==> src/logic/tlic_pkg.sv <==
// Behaviour
// - Twelve sources, two levels; each has flag, enable, priority bit, fixed vector.
// - Pins 0 and 1 in edge mode set flag on high sample then low sample.
// - Edge-mode flags of pins 0 and 1 clear when the core vectors there.
// - Level mode: flag follows pin, not cleared on entry, re-requests if still low.
// - Pins 2 to 5 are falling-edge only, cleared by software by default.
// - Hardware-clear enable bits for sources 2 to 5 clear flag on entry.
// - Timer 0 and 1 overflow flags request and clear on vectoring.
// - Timer 2 request is OR of overflow and external flag; no hardware clear.
// - Watchdog flag at bit 3 requests only with extended enable bit 4.
// - Each serial port requests from OR of receive and transmit done flags.
// - Software may write every flag; a set flag requests like hardware.
// - Each source gated by its enable; global enable blocks all requests.
// - Sources assignable high or low; low never preempts high service.
// - Same-level ties resolved ext0,t0,ext1,t1,ser0,t2,ser1,ext2..5,wdog.
// - Flags sampled, polled and resolved within every machine cycle.
// - Call only with no equal/higher service, last cycle, no blocking instruction.
// - Denied requests are not remembered; each poll is new.
// - Call pushes program counter, not status word, then loads the vector.
// - Vectors 0003h,000Bh,0013h,001Bh,0023h,002Bh,003Bh,0043h,004Bh,0053h,005Bh,0063h.
// - Return-from-interrupt ends current service; plain return leaves state unchanged.
// - Reset clears the enable registers, disabling every source.
// - Pins sampled in phase C3; timer flags set at C3, polled next cycle.
// - Vector call takes four machine cycles, five minimum from flag to routine.
package tlic_pkg;
  localparam int unsigned tlic_n_src = 12;
  localparam logic [3:0] tlic_clk_per_mc = 4'h4;
  localparam logic [1:0] tlic_sample_phase = 2'h2;
  localparam logic [2:0] tlic_call_mcs = 3'h4;
  localparam logic [11:0] tlic_adr_ie = 12'h000;
  localparam logic [11:0] tlic_adr_ip = 12'h004;
  localparam logic [11:0] tlic_adr_eie = 12'h008;
  localparam logic [11:0] tlic_adr_eip = 12'h00c;
  localparam logic [11:0] tlic_adr_timer_ctrl_reg = 12'h010;
  localparam logic [11:0] tlic_adr_ext_flag_reg = 12'h014;
  localparam logic [11:0] tlic_adr_timer2_mode_reg = 12'h018;
  localparam logic [11:0] tlic_adr_misc = 12'h01c;
  localparam logic [11:0] tlic_adr_wdog_ctrl_reg = 12'h020;
  localparam logic [11:0] tlic_adr_stat = 12'h024;
  localparam logic [7:0] tlic_ie_rst = 8'h00;
  localparam logic [7:0] tlic_ip_rst = 8'h00;
  localparam logic [7:0] tlic_eie_rst = 8'h00;
  localparam logic [7:0] tlic_eip_rst = 8'h00;
  localparam int unsigned tlic_ie_glb_bit = 7;
  localparam int unsigned tlic_wdog_irq_flag_bit = 3;
  localparam int unsigned tlic_eie_wd_bit = 4;
  // Source indices in fixed tie-break order, index 0 is served first.
  localparam int unsigned tlic_s_ext0 = 0;
  localparam int unsigned tlic_s_tmr0 = 1;
  localparam int unsigned tlic_s_ext1 = 2;
  localparam int unsigned tlic_s_tmr1 = 3;
  localparam int unsigned tlic_s_ser0 = 4;
  localparam int unsigned tlic_s_tmr2 = 5;
  localparam int unsigned tlic_s_ser1 = 6;
  localparam int unsigned tlic_s_ext2 = 7;
  localparam int unsigned tlic_s_wdog = 11;
  localparam logic [15:0] tlic_vec [tlic_n_src] = '{16'h0003, 16'h000b, 16'h0013, 16'h001b,
    16'h0023, 16'h002b, 16'h003b, 16'h0043, 16'h004b, 16'h0053, 16'h005b, 16'h0063};
  typedef enum logic [1:0] {tlic_idle, tlic_call} tlic_state_t;
endpackage

==> src/logic/tlic_top.sv <==
`timescale 1ns/10ps
module tlic_top
  import tlic_pkg::*;
(
  input wire logic hclk,
  input wire logic hresetn,
  input wire logic hsel,
  input wire logic [31:0] haddr,
  input wire logic [1:0] htrans,
  input wire logic hwrite,
  input wire logic [2:0] hsize,
  input wire logic [31:0] hwdata,
  input wire logic hready,
  output logic [31:0] hrdata,
  output logic hreadyout,
  output logic hresp,
  input wire logic ext_req_pin0_n,
  input wire logic ext_req_pin1_n,
  input wire logic [3:0] ext_req_pin25_n,
  input wire logic timer0_ovf_set,
  input wire logic timer1_ovf_set,
  input wire logic timer2_ovf_set,
  input wire logic timer2_ext_set,
  input wire logic serial0_rx_set,
  input wire logic serial0_tx_set,
  input wire logic serial1_rx_set,
  input wire logic serial1_tx_set,
  input wire logic wdog_timeout,
  input wire logic instr_last_cycle,
  input wire logic instr_blocks_irq,
  input wire logic reti_exec,
  input wire logic [15:0] core_pc,
  output logic call_req,
  output logic [15:0] call_vector,
  output logic [15:0] push_pc,
  output logic call_done
);
  logic [1:0] phase_q;
  logic sample;
  logic [7:0] ie_q, ip_q, eie_q, eip_q;
  logic it0_q, it1_q, ie0_q, ie1_q, tf0_q, tf1_q;
  logic [3:0] iex_q, hc_q;
  logic tf2_q, timer2_ext_flag_q, ri0_q, ti0_q, ri1_q, ti1_q, wdog_irq_flag_q;
  logic [1:0] insvc_q;
  tlic_state_t state_q;
  logic [2:0] mc_cnt_q;
  logic [3:0] sel_q;
  logic sel_hi_q;
  logic [15:0] vec_q, pc_q;
  logic req_out_q, done_q;
  logic ap_wr_q, ap_rd_q;
  logic [11:0] ap_adr_q;
  logic [31:0] rdata_q;
  logic fall0, fall1;
  logic [3:0] fall25;
  logic [11:0] src_req, en_vec, pr_vec, req_hi, req_lo;
  logic any_hi, any_lo;
  logic [3:0] idx_hi, idx_lo;
  logic take, take_hi;
  logic [3:0] take_idx;
  logic clr_ext0, clr_ext1, clr_t0, clr_t1;
  logic [3:0] clr_ext25;
  logic wr;
  logic [7:0] wd;
  logic ap_valid;

  // Four clocks form one machine cycle; pins are sampled in the third phase.
  always_ff @(posedge hclk or negedge hresetn) begin
    if (!hresetn) begin
      phase_q <= 2'h0;
    end else begin
      phase_q <= phase_q + 2'h1;
    end
  end

  assign sample = (phase_q == tlic_sample_phase);

  tlic_edge_det u_edge0 (
    .hclk(hclk),
    .hresetn(hresetn),
    .sample(sample),
    .pin_n(ext_req_pin0_n),
    .fall(fall0)
  );

  tlic_edge_det u_edge1 (
    .hclk(hclk),
    .hresetn(hresetn),
    .sample(sample),
    .pin_n(ext_req_pin1_n),
    .fall(fall1)
  );

  for (genvar g = 0; g < 4; g++) begin : g_edge
    tlic_edge_det u_edge (
      .hclk(hclk),
      .hresetn(hresetn),
      .sample(sample),
      .pin_n(ext_req_pin25_n[g]),
      .fall(fall25[g])
    );
  end

  // Bus address phase is captured; writes land in the data phase.
  assign ap_valid = hsel & hready & htrans[1];
  assign wr = ap_wr_q;
  assign wd = hwdata[7:0];

  always_ff @(posedge hclk or negedge hresetn) begin
    if (!hresetn) begin
      ap_wr_q <= 1'b0;
      ap_rd_q <= 1'b0;
      ap_adr_q <= 12'h000;
    end else begin
      ap_wr_q <= ap_valid & hwrite;
      ap_rd_q <= ap_valid & ~hwrite;
      ap_adr_q <= haddr[11:0];
    end
  end

  // Enable and priority registers; reset leaves every source disabled.
  always_ff @(posedge hclk or negedge hresetn) begin
    if (!hresetn) begin
      ie_q <= tlic_ie_rst;
      eie_q <= tlic_eie_rst;
      ip_q <= tlic_ip_rst;
      eip_q <= tlic_eip_rst;
      it0_q <= 1'b0;
      it1_q <= 1'b0;
      hc_q <= 4'h0;
    end else if (wr) begin
      case (ap_adr_q)
        tlic_adr_ie: ie_q <= wd;
        tlic_adr_ip: ip_q <= {1'b0, wd[6:0]};
        tlic_adr_eie: eie_q <= {3'h0, wd[4:0]};
        tlic_adr_eip: eip_q <= {3'h0, wd[4:0]};
        tlic_adr_misc: begin
          it0_q <= wd[0];
          it1_q <= wd[1];
        end
        tlic_adr_timer2_mode_reg: hc_q <= wd[7:4];
        default: ;
      endcase
    end
  end

  // Clears caused by vectoring; hardware sets win over software clears.
  assign clr_ext0 = take & (take_idx == 4'(tlic_s_ext0)) & it0_q;
  assign clr_ext1 = take & (take_idx == 4'(tlic_s_ext1)) & it1_q;
  assign clr_t0 = take & (take_idx == 4'(tlic_s_tmr0));
  assign clr_t1 = take & (take_idx == 4'(tlic_s_tmr1));
  for (genvar g = 0; g < 4; g++) begin : g_clr
    assign clr_ext25[g] = take & (take_idx == 4'(tlic_s_ext2 + g)) & hc_q[g];
  end

  // Timer control flags: level mode makes the flag follow the sampled pin.
  always_ff @(posedge hclk or negedge hresetn) begin
    if (!hresetn) begin
      ie0_q <= 1'b0;
      ie1_q <= 1'b0;
      tf0_q <= 1'b0;
      tf1_q <= 1'b0;
    end else begin
      if (wr && ap_adr_q == tlic_adr_timer_ctrl_reg) begin
        ie0_q <= wd[1];
        ie1_q <= wd[3];
        tf0_q <= wd[5];
        tf1_q <= wd[7];
      end else begin
        if (clr_ext0) ie0_q <= 1'b0;
        if (clr_ext1) ie1_q <= 1'b0;
        if (clr_t0) tf0_q <= 1'b0;
        if (clr_t1) tf1_q <= 1'b0;
      end
      if (it0_q && fall0) ie0_q <= 1'b1;
      else if (!it0_q && sample) ie0_q <= ~ext_req_pin0_n;
      if (it1_q && fall1) ie1_q <= 1'b1;
      else if (!it1_q && sample) ie1_q <= ~ext_req_pin1_n;
      if (timer0_ovf_set) tf0_q <= 1'b1;
      if (timer1_ovf_set) tf1_q <= 1'b1;
    end
  end

  // Flags for pins 2 to 5, timer 2, serial ports and watchdog.
  always_ff @(posedge hclk or negedge hresetn) begin
    if (!hresetn) begin
      iex_q <= 4'h0;
      tf2_q <= 1'b0;
      timer2_ext_flag_q <= 1'b0;
      ri0_q <= 1'b0;
      ti0_q <= 1'b0;
      ri1_q <= 1'b0;
      ti1_q <= 1'b0;
      wdog_irq_flag_q <= 1'b0;
    end else begin
      // Pins 2 to 5: a software write or a vectoring clear loses to a fresh edge.
      // Without the hardware-clear bit these flags stay set until software acts.
      if (wr && ap_adr_q == tlic_adr_stat) begin
        tf2_q <= wd[0];
        timer2_ext_flag_q <= wd[1];
        ri0_q <= wd[2];
        ti0_q <= wd[3];
        ri1_q <= wd[4];
        ti1_q <= wd[5];
      end
      if (wr && ap_adr_q == tlic_adr_wdog_ctrl_reg) wdog_irq_flag_q <= wd[tlic_wdog_irq_flag_bit];
      iex_q <= (wr && ap_adr_q == tlic_adr_ext_flag_reg ? wd[7:4] : iex_q & ~clr_ext25) |
        fall25;
      if (timer2_ovf_set) tf2_q <= 1'b1;
      if (timer2_ext_set) timer2_ext_flag_q <= 1'b1;
      if (serial0_rx_set) ri0_q <= 1'b1;
      if (serial0_tx_set) ti0_q <= 1'b1;
      if (serial1_rx_set) ri1_q <= 1'b1;
      if (serial1_tx_set) ti1_q <= 1'b1;
      if (wdog_timeout) wdog_irq_flag_q <= 1'b1;
    end
  end

  // Request, enable and priority vectors in tie-break order.
  assign src_req = {wdog_irq_flag_q, iex_q[3], iex_q[2], iex_q[1], iex_q[0], ri1_q | ti1_q,
    tf2_q | timer2_ext_flag_q, ri0_q | ti0_q, tf1_q, ie1_q, tf0_q, ie0_q};
  assign en_vec = {eie_q[tlic_eie_wd_bit], eie_q[3:0], ie_q[6:0]} &
    {12{ie_q[tlic_ie_glb_bit]}};
  assign pr_vec = {eip_q[4:0], ip_q[6:0]};
  assign req_hi = src_req & en_vec & pr_vec;
  assign req_lo = src_req & en_vec & ~pr_vec;

  // Each level is resolved on its own, so a high request never waits behind a
  // low one that happens to sit earlier in the fixed order.
  tlic_prio_enc u_enc_hi (
    .req(req_hi),
    .any(any_hi),
    .idx(idx_hi)
  );

  tlic_prio_enc u_enc_lo (
    .req(req_lo),
    .any(any_lo),
    .idx(idx_lo)
  );

  // The poll looks at live flags only, so a denied request is forgotten.
  always_comb begin
    take_hi = 1'b0;
    take_idx = 4'h0;
    take = 1'b0;
    if (state_q == tlic_idle && sample && instr_last_cycle && !instr_blocks_irq &&
        !reti_exec) begin
      if (any_hi && !insvc_q[1]) begin
        take = 1'b1;
        take_hi = 1'b1;
        take_idx = idx_hi;
      end else if (any_lo && insvc_q == 2'b00) begin
        take = 1'b1;
        take_idx = idx_lo;
      end
    end
  end

  // Call sequencer: four machine cycles, vector and pushed address held throughout.
  always_ff @(posedge hclk or negedge hresetn) begin
    if (!hresetn) begin
      state_q <= tlic_idle;
      mc_cnt_q <= 3'h0;
      sel_q <= 4'h0;
      sel_hi_q <= 1'b0;
      vec_q <= 16'h0000;
      pc_q <= 16'h0000;
      req_out_q <= 1'b0;
      done_q <= 1'b0;
    end else begin
      done_q <= 1'b0;
      case (state_q)
        tlic_idle: begin
          if (take) begin
            state_q <= tlic_call;
            mc_cnt_q <= 3'h0;
            sel_q <= take_idx;
            sel_hi_q <= take_hi;
            vec_q <= tlic_vec[take_idx];
            pc_q <= core_pc;
            req_out_q <= 1'b1;
          end
        end
        tlic_call: begin
          if (phase_q == tlic_sample_phase - 2'h1) begin
            if (mc_cnt_q == tlic_call_mcs - 3'h1) begin
              state_q <= tlic_idle;
              req_out_q <= 1'b0;
              done_q <= 1'b1;
            end else begin
              mc_cnt_q <= mc_cnt_q + 3'h1;
            end
          end
        end
        default: state_q <= tlic_idle;
      endcase
    end
  end

  // In-service bits per level; a plain return never reaches here.
  // A return always closes the higher open level first, which matches nesting,
  // because a low service can only be preempted by a high one.
  always_ff @(posedge hclk or negedge hresetn) begin
    if (!hresetn) begin
      insvc_q <= 2'b00;
    end else if (take) begin
      insvc_q[take_hi ? 1 : 0] <= 1'b1;
    end else if (reti_exec) begin
      if (insvc_q[1]) insvc_q[1] <= 1'b0;
      else insvc_q[0] <= 1'b0;
    end
  end

  // Read data decoded from the address phase, registered for the data phase.
  always_ff @(posedge hclk or negedge hresetn) begin
    if (!hresetn) begin
      rdata_q <= 32'h00000000;
    end else if (ap_valid && !hwrite) begin
      case (haddr[11:0])
        tlic_adr_ie: rdata_q <= {24'h0, ie_q};
        tlic_adr_ip: rdata_q <= {24'h0, ip_q};
        tlic_adr_eie: rdata_q <= {24'h0, eie_q};
        tlic_adr_eip: rdata_q <= {24'h0, eip_q};
        tlic_adr_timer_ctrl_reg: rdata_q <= {24'h0, tf1_q, 1'b0, tf0_q, 1'b0, ie1_q, it1_q, ie0_q, it0_q};
        tlic_adr_ext_flag_reg: rdata_q <= {24'h0, iex_q, 4'h0};
        tlic_adr_timer2_mode_reg: rdata_q <= {24'h0, hc_q, 4'h0};
        tlic_adr_misc: rdata_q <= {24'h0, 2'h0, insvc_q, 2'h0, it1_q, it0_q};
        tlic_adr_wdog_ctrl_reg: rdata_q <= {24'h0, 4'h0, wdog_irq_flag_q, 3'h0};
        tlic_adr_stat: rdata_q <= {24'h0, 2'h0, ti1_q, ri1_q, ti0_q, ri0_q, timer2_ext_flag_q, tf2_q};
        default: rdata_q <= 32'h00000000;
      endcase
    end
  end

  // Every register access completes without wait states and never errors, so
  // ready and response are fixed; software cannot stall the poll this way.
  // The trade is that unmapped offsets read as zero instead of reporting faults.
  assign hrdata = rdata_q;
  assign hreadyout = 1'b1;
  assign hresp = 1'b0;
  assign call_req = req_out_q;
  assign call_vector = vec_q;
  assign push_pc = pc_q;
  assign call_done = done_q;
endmodule // tlic_top

==> src/logic/tlic_edge_det.sv <==
`timescale 1ns/10ps
// Falling-edge detector on machine-cycle samples of one request pin.
module tlic_edge_det (
  input wire logic hclk,
  input wire logic hresetn,
  input wire logic sample,
  input wire logic pin_n,
  output logic fall
);
  logic prev_q;

  always_ff @(posedge hclk or negedge hresetn) begin
    if (!hresetn) begin
      prev_q <= 1'b1;
    end else if (sample) begin
      prev_q <= pin_n;
    end
  end

  assign fall = sample & prev_q & ~pin_n;
endmodule // tlic_edge_det

==> src/logic/tlic_prio_enc.sv <==
`timescale 1ns/10ps
// Picks the lowest-index active request of one level.
module tlic_prio_enc (
  input wire logic [11:0] req,
  output logic any,
  output logic [3:0] idx
);
  always_comb begin
    any = 1'b0;
    idx = 4'h0;
    for (int i = 11; i >= 0; i--) begin
      if (req[i]) begin
        any = 1'b1;
        idx = 4'(i);
      end
    end
  end
endmodule // tlic_prio_enc

==> config.mk <==
export PLATFORM = sky130hd
export DESIGN_NAME = tlic_top
export DESIGN_NICKNAME = d
export VERILOG_FILES = /design/src/logic/tlic_pkg.sv /design/src/logic/tlic_top.sv /design/src/logic/tlic_edge_det.sv /design/src/logic/tlic_prio_enc.sv
export SDC_FILE = /design/constraint.sdc
export NUM_CORES = 1
export LEC_CHECK = 0
export ABC_AREA = 1
export BUFFER_PORTS_ARGS = -buffer_cell sky130_fd_sc_hd__buf_4
export CORE_ASPECT_RATIO = 1.5
export CORE_MARGIN = 5
export CORE_UTILIZATION = 50
export DETAILED_ROUTE_END_ITERATION = 10
export PLACE_DENSITY = 0.83
export SYNTH_ARGS = -nofsm -noshare
export SYNTH_HDL_FRONTEND = slang
export SYNTH_SLANG_ARGS = --single-unit
==> constraint.sdc <==
create_clock -name hclk -period 4.2 [get_ports hclk]
set_input_delay 0.84 -clock hclk [delete_from_list [all_inputs] [get_ports hclk]]
set_output_delay 0.84 -clock hclk [all_outputs]
set_load 0.01 [all_outputs]
==> flow_summary.html <==
<table>
<tr><th>Metric</th><th>Value</th></tr>
<tr><th colspan="2">Timing</th></tr>
<tr><td>Final critical path time including I/O delays and setup</td><td>2.917 ns</td></tr>
<tr><td>Hold Fails Final Rpt</td><td>0</td></tr>
<tr><td>RSZ-0062 raised after global routing</td><td>false</td></tr>
<tr><td>Maximum frequency from static timing analysis</td><td>342.8 MHz</td></tr>
<tr><td>Fin Clk Skew</td><td>0.005953 ns</td></tr>
<tr><td>Period utilization</td><td>0.6946</td></tr>
<tr><td>Final-layout setup total negative slack</td><td>0 ns</td></tr>
<tr><td>Worst slew slack as a fraction of its limit</td><td>0.3995</td></tr>
<tr><td>Slew at the pin closest to its max-slew limit</td><td>0.9007 ns</td></tr>
<tr><td>Number of pins exceeding their max-slew limit in the final report</td><td>0</td></tr>
<tr><td>Final Setup Violations</td><td>0</td></tr>
<tr><th colspan="2">Final layout</th></tr>
<tr><td>Total area of multi-input combinational cells</td><td>2437 um2</td></tr>
<tr><td>Commonest cells after routing, fill and taps aside</td><td>sky130_fd_sc_hd__nand2_1, sky130_fd_sc_hd__dfrtp_1, sky130_fd_sc_hd__buf_4, sky130_fd_sc_hd__inv_1, sky130_fd_sc_hd__nor2_1</td></tr>
<tr><td>Final layout net count</td><td>917</td></tr>
<tr><td>Fill cell instance count of the final layout</td><td>1013</td></tr>
<tr><td>Final core occ</td><td>0.5979</td></tr>
<tr><td>Sequential cell area</td><td>2585 um2</td></tr>
<tr><td>Non-filler instance count after layout</td><td>954</td></tr>
<tr><td>Most frequent standard cell in the layout excluding fill and tap cells</td><td>sky130_fd_sc_hd__nand2_1</td></tr>
<tr><td>Layout cell share with drive strength beyond 1</td><td>0.1846</td></tr>
<tr><td>Diode insertion count for antenna repair</td><td>0</td></tr>
<tr><td>Layout overhead on the synthesized area</td><td>18.02%</td></tr>
<tr><th colspan="2">Placement</th></tr>
<tr><td>Number of input and output port buffers inserted</td><td>91</td></tr>
<tr><td>Weighted congestion at the end of routability-driven global placement</td><td>0.9529</td></tr>
<tr><td>Post-DP HPWL</td><td>10970 um</td></tr>
<tr><td>Placed Cells incl. Taps</td><td>938</td></tr>
<tr><th colspan="2">Yosys</th></tr>
<tr><td>Post-synthesis share of cell area spent on and, or, nand and nor gates</td><td>0.2967</td></tr>
<tr><td>Fraction of the yosys area taken by sequential cells</td><td>0.4665</td></tr>
<tr><td>Flip-flop and latch count after synthesis</td><td>103</td></tr>
<tr><td>Warnings from Yosys</td><td>0</td></tr>
<tr><td>Area share of the leading cell type in the synthesized netlist</td><td>0.4380</td></tr>
<tr><td>Most area-consuming cells after synthesis</td><td>sky130_fd_sc_hd__dfrtp_1, sky130_fd_sc_hd__nand2_1, sky130_fd_sc_hd__o21ai_0</td></tr>
<tr><td>Count of cell types in the netlist</td><td>43</td></tr>
<tr><td>Most instantiated flip-flop cell in the synthesis netlist</td><td>sky130_fd_sc_hd__dfrtp_1</td></tr>
<tr><td>Share of the synthesized netlist area taken by xor and xnor gates</td><td>0</td></tr>
<tr><td>Number of synthesized flops with an enable pin</td><td>0</td></tr>
<tr><td>Dominant cell type by area after synthesis</td><td>sky130_fd_sc_hd__dfrtp_1</td></tr>
<tr><td>Cell area after synthesis</td><td>5542 um2</td></tr>
<tr><td>Mux contribution to synthesized area</td><td>0.001806</td></tr>
<tr><td>Async set-or-reset flop fraction in the synthesized netlist</td><td>1.000</td></tr>
<tr><td>Post-synthesis instance total</td><td>711</td></tr>
<tr><td>Synth Area in Adders</td><td>0.01580</td></tr>
<tr><td>Complex-gate fraction of the synthesized area</td><td>0.1012</td></tr>
<tr><td>Main combinational cell family by area after synthesis</td><td>simple AND/OR/NAND/NOR gates</td></tr>
<tr><td>Average footprint of a synthesized cell</td><td>7.794 um2</td></tr>
<tr><th colspan="2">Global route</th></tr>
<tr><td>Global-route wire length before repair</td><td>23010 um</td></tr>
<tr><td>Grt total ovfl</td><td>0</td></tr>
<tr><td>Maximum number of pins on one net before global-route repair</td><td>73</td></tr>
<tr><td>Tot GR Track Use</td><td>0.2207</td></tr>
<tr><td>Vias in the first global route</td><td>4857</td></tr>
<tr><td>Initial antenna violation count</td><td>0</td></tr>
<tr><th colspan="2">Pwr</th></tr>
<tr><td>Worst supply voltage drop on vdd</td><td>0.0002876 V</td></tr>
<tr><td>Final total power</td><td>2337 uW</td></tr>
<tr><td>Leakage</td><td>0.003470 uW</td></tr>
<tr><td>Cell area power density</td><td>357.3 nW/um2</td></tr>
<tr><th colspan="2">Die</th></tr>
<tr><td>Io pins</td><td>176</td></tr>
<tr><td>Area of the die</td><td>13330 um2</td></tr>
<tr><td>Starting Density</td><td>0.5066</td></tr>
<tr><td>Core region area</td><td>10940 um2</td></tr>
<tr><td>Width of the chip</td><td>95.96 um</td></tr>
<tr><td>Height of the die</td><td>138.9 um</td></tr>
<tr><td>Row cnt</td><td>47</td></tr>
<tr><th colspan="2">Clocking</th></tr>
<tr><td># H-tree levels</td><td>3</td></tr>
<tr><td>Number of clock buffers inserted by TritonCTS</td><td>9</td></tr>
<tr><td>TritonCTS clock tree</td><td>built</td></tr>
<tr><td>Number of resized instances in the post-cts repair step</td><td>0</td></tr>
<tr><td>Root Buffer</td><td>sky130_fd_sc_hd__clkbuf_16</td></tr>
<tr><td>Hold-fix buffer count after cts</td><td>0</td></tr>
<tr><td>Clock-pin slew of the registers on the worst-case setup and hold paths</td><td>0.07 ns</td></tr>
<tr><td>Clk_lat worst skew</td><td>0.35 ns</td></tr>
<tr><td>Max clock buf depth</td><td>2</td></tr>
<tr><td>CTS sink cnt</td><td>103</td></tr>
<tr><td>Number of buffers added for setup after CTS</td><td>0</td></tr>
<tr><th colspan="2">Setup path</th></tr>
<tr><td>Startpoint types</td><td>flip-flop</td></tr>
<tr><td>Critical Path End Type</td><td>flip-flop</td></tr>
<tr><td>Critical Setup Path Class</td><td>flip-flop to flip-flop</td></tr>
<tr><td>Largest fanout on the critical path</td><td>25</td></tr>
<tr><td>Required time of the critical path</td><td>4.45 ns</td></tr>
<tr><td>Flop2flop setup slack</td><td>1.28 ns</td></tr>
<tr><td>Data arrival time of the worst path</td><td>3.17 ns</td></tr>
<tr><th colspan="2">Flow run</th></tr>
<tr><td>Maxcap violations</td><td>0</td></tr>
<tr><th colspan="2">Drt</th></tr>
<tr><td>Remaining design rule violation count</td><td>0</td></tr>
<tr><td>Total routed wirelength</td><td>14270 um</td></tr>
<tr><td>Routed WL per cell</td><td>14.96 um</td></tr>
<tr><td>Detail Route Antenna Nets</td><td>0</td></tr>
<tr><td>Via count</td><td>5002</td></tr>
<tr><td>Number of DRC markers after the initial detailed-route iteration</td><td>338</td></tr>
<tr><td>Number of detailed-route iterations in the first pass</td><td>6</td></tr>
<tr><td>Per-cell via count in the routed design</td><td>5.243</td></tr>
<tr><th colspan="2">Outcome</th></tr>
<tr><td>Status</td><td>finished, final reports clean</td></tr>
<tr><th colspan="2">Min path</th></tr>
<tr><td>Kind of path behind the tightest hold check</td><td>flip-flop to flip-flop</td></tr>
</table>
[worst max-delay path, cell delays in order, from the launching register on]
cell and delay [ns]:
sky130_fd_sc_hd__dfrtp_1 0.85, sky130_fd_sc_hd__nand3_1 0.28, sky130_fd_sc_hd__o21ai_1 0.30, sky130_fd_sc_hd__nor2_1 0.09
sky130_fd_sc_hd__nand3_2 0.10, sky130_fd_sc_hd__nand3_2 0.12, sky130_fd_sc_hd__nand2_2 0.42, sky130_fd_sc_hd__inv_2 0.28
sky130_fd_sc_hd__nor2_1 0.16, sky130_fd_sc_hd__nand3_1 0.09, sky130_fd_sc_hd__nand2_1 0.06, sky130_fd_sc_hd__inv_1 0.03
[flip-flops by register name, summed over array words and instances, names as in the netlist, 2 cells and up]
signal / cells
iex_q: 4
eip_q: 5
ip_q: 7
insvc_q: 2
phase_q: 2
eie_q: 5
call_vector: 5
ie_q: 8
hc_q: 4
ap_adr_q: 12
mc_cnt_q: 3
hrdata: 8
push_pc: 16
g_edge.u_edge.prev_q: 4
[per-layer routing]
| metal | track usage | vias up | routed length, um | part of all wire |
|---|---|---|---|---|
| met5 | 0 | - | 0 | 0 |
| met4 | 0.1109 | 0 | 611 | 0.043 |
| met3 | 0.03746 | 49 | 937 | 0.066 |
| met2 | 0.3812 | 232 | 7294 | 0.51 |
| met1 | 0.2568 | 2303 | 5428 | 0.38 |
| li1 | - | 2418 | - | - |
[worst paths after layout]
check,from,endpoint,cells after the start
max,ie_q[7],call_vector[3],11
min,phase_q[0],phase_q[0],1
max reg2reg,ie_q[7],call_vector[3],11
min reg2reg,phase_q[0],phase_q[0],1
max in group asynchronous,hresetn,g_edge[2].u_edge.prev_q,2
min in group asynchronous,hresetn,ip_q[2],1
[synth_stat cells, types with 4 or more instances]
library cell               count
sky130_fd_sc_hd__nor2_1       64
sky130_fd_sc_hd__dfrtp_1      97
sky130_fd_sc_hd__dfstp_2       6
sky130_fd_sc_hd__inv_2         7
sky130_fd_sc_hd__o21ai_0      59
sky130_fd_sc_hd__nand3_1      38
sky130_fd_sc_hd__nand2_1     196
sky130_fd_sc_hd__buf_4        38
sky130_fd_sc_hd__nor2_2        5
sky130_fd_sc_hd__ha_1          7
sky130_fd_sc_hd__buf_2         5
sky130_fd_sc_hd__o211ai_1      4
sky130_fd_sc_hd__nand4_1      27
sky130_fd_sc_hd__nor3_1       12
sky130_fd_sc_hd__nand2_2       4
sky130_fd_sc_hd__nand3_2       6
sky130_fd_sc_hd__o22ai_1       4
sky130_fd_sc_hd__a21oi_1      19
sky130_fd_sc_hd__inv_1        73
[power breakdown]
group / total (uW) / internal (uW) / switching [uW]
Clock: 908 / 524 / 383
Combinational: 318 / 148 / 170
Sequential: 1110 / 1070 / 45.7
[per-stage QoR]
| stage | hold WS (ns) | cell area, um2 | setup slack [ns] |
|---|---|---|---|
| CTS | 0.4733 | 6540 | 1.319 |
| global placement | 0.4288 | 6218 | 1.373 |
| finish | 0.4710 | 6540 | 1.283 |
| global route | 0.4941 | 6540 | 1.025 |
| floorplan | 0.4182 | 5669 | 1.928 |
| detailed placement | 0.4376 | 6218 | 1.341 |
[kinds of logic after synthesis]
group / after synthesis
AND/OR/NAND/NOR: 368
buffers and inverters: 130
flip-flops: 103
AO/OA/AOI/OAI: 100
adder cells (fa/ha/maj): 7
other: 2
multiplexers: 1
[final cells by class]
class                           instances  area share
Clock buffer                            9     0.03444
Clock inverter                          7     0.01473
Inverter                               83     0.04802
Multi-Input combinational cell        512      0.3727
Sequential cell                       103      0.3953
Tap cell                              147     0.02812
Timing Repair Buffer                   93      0.1068
Note: power is estimated with default switching activity, not from simulation.
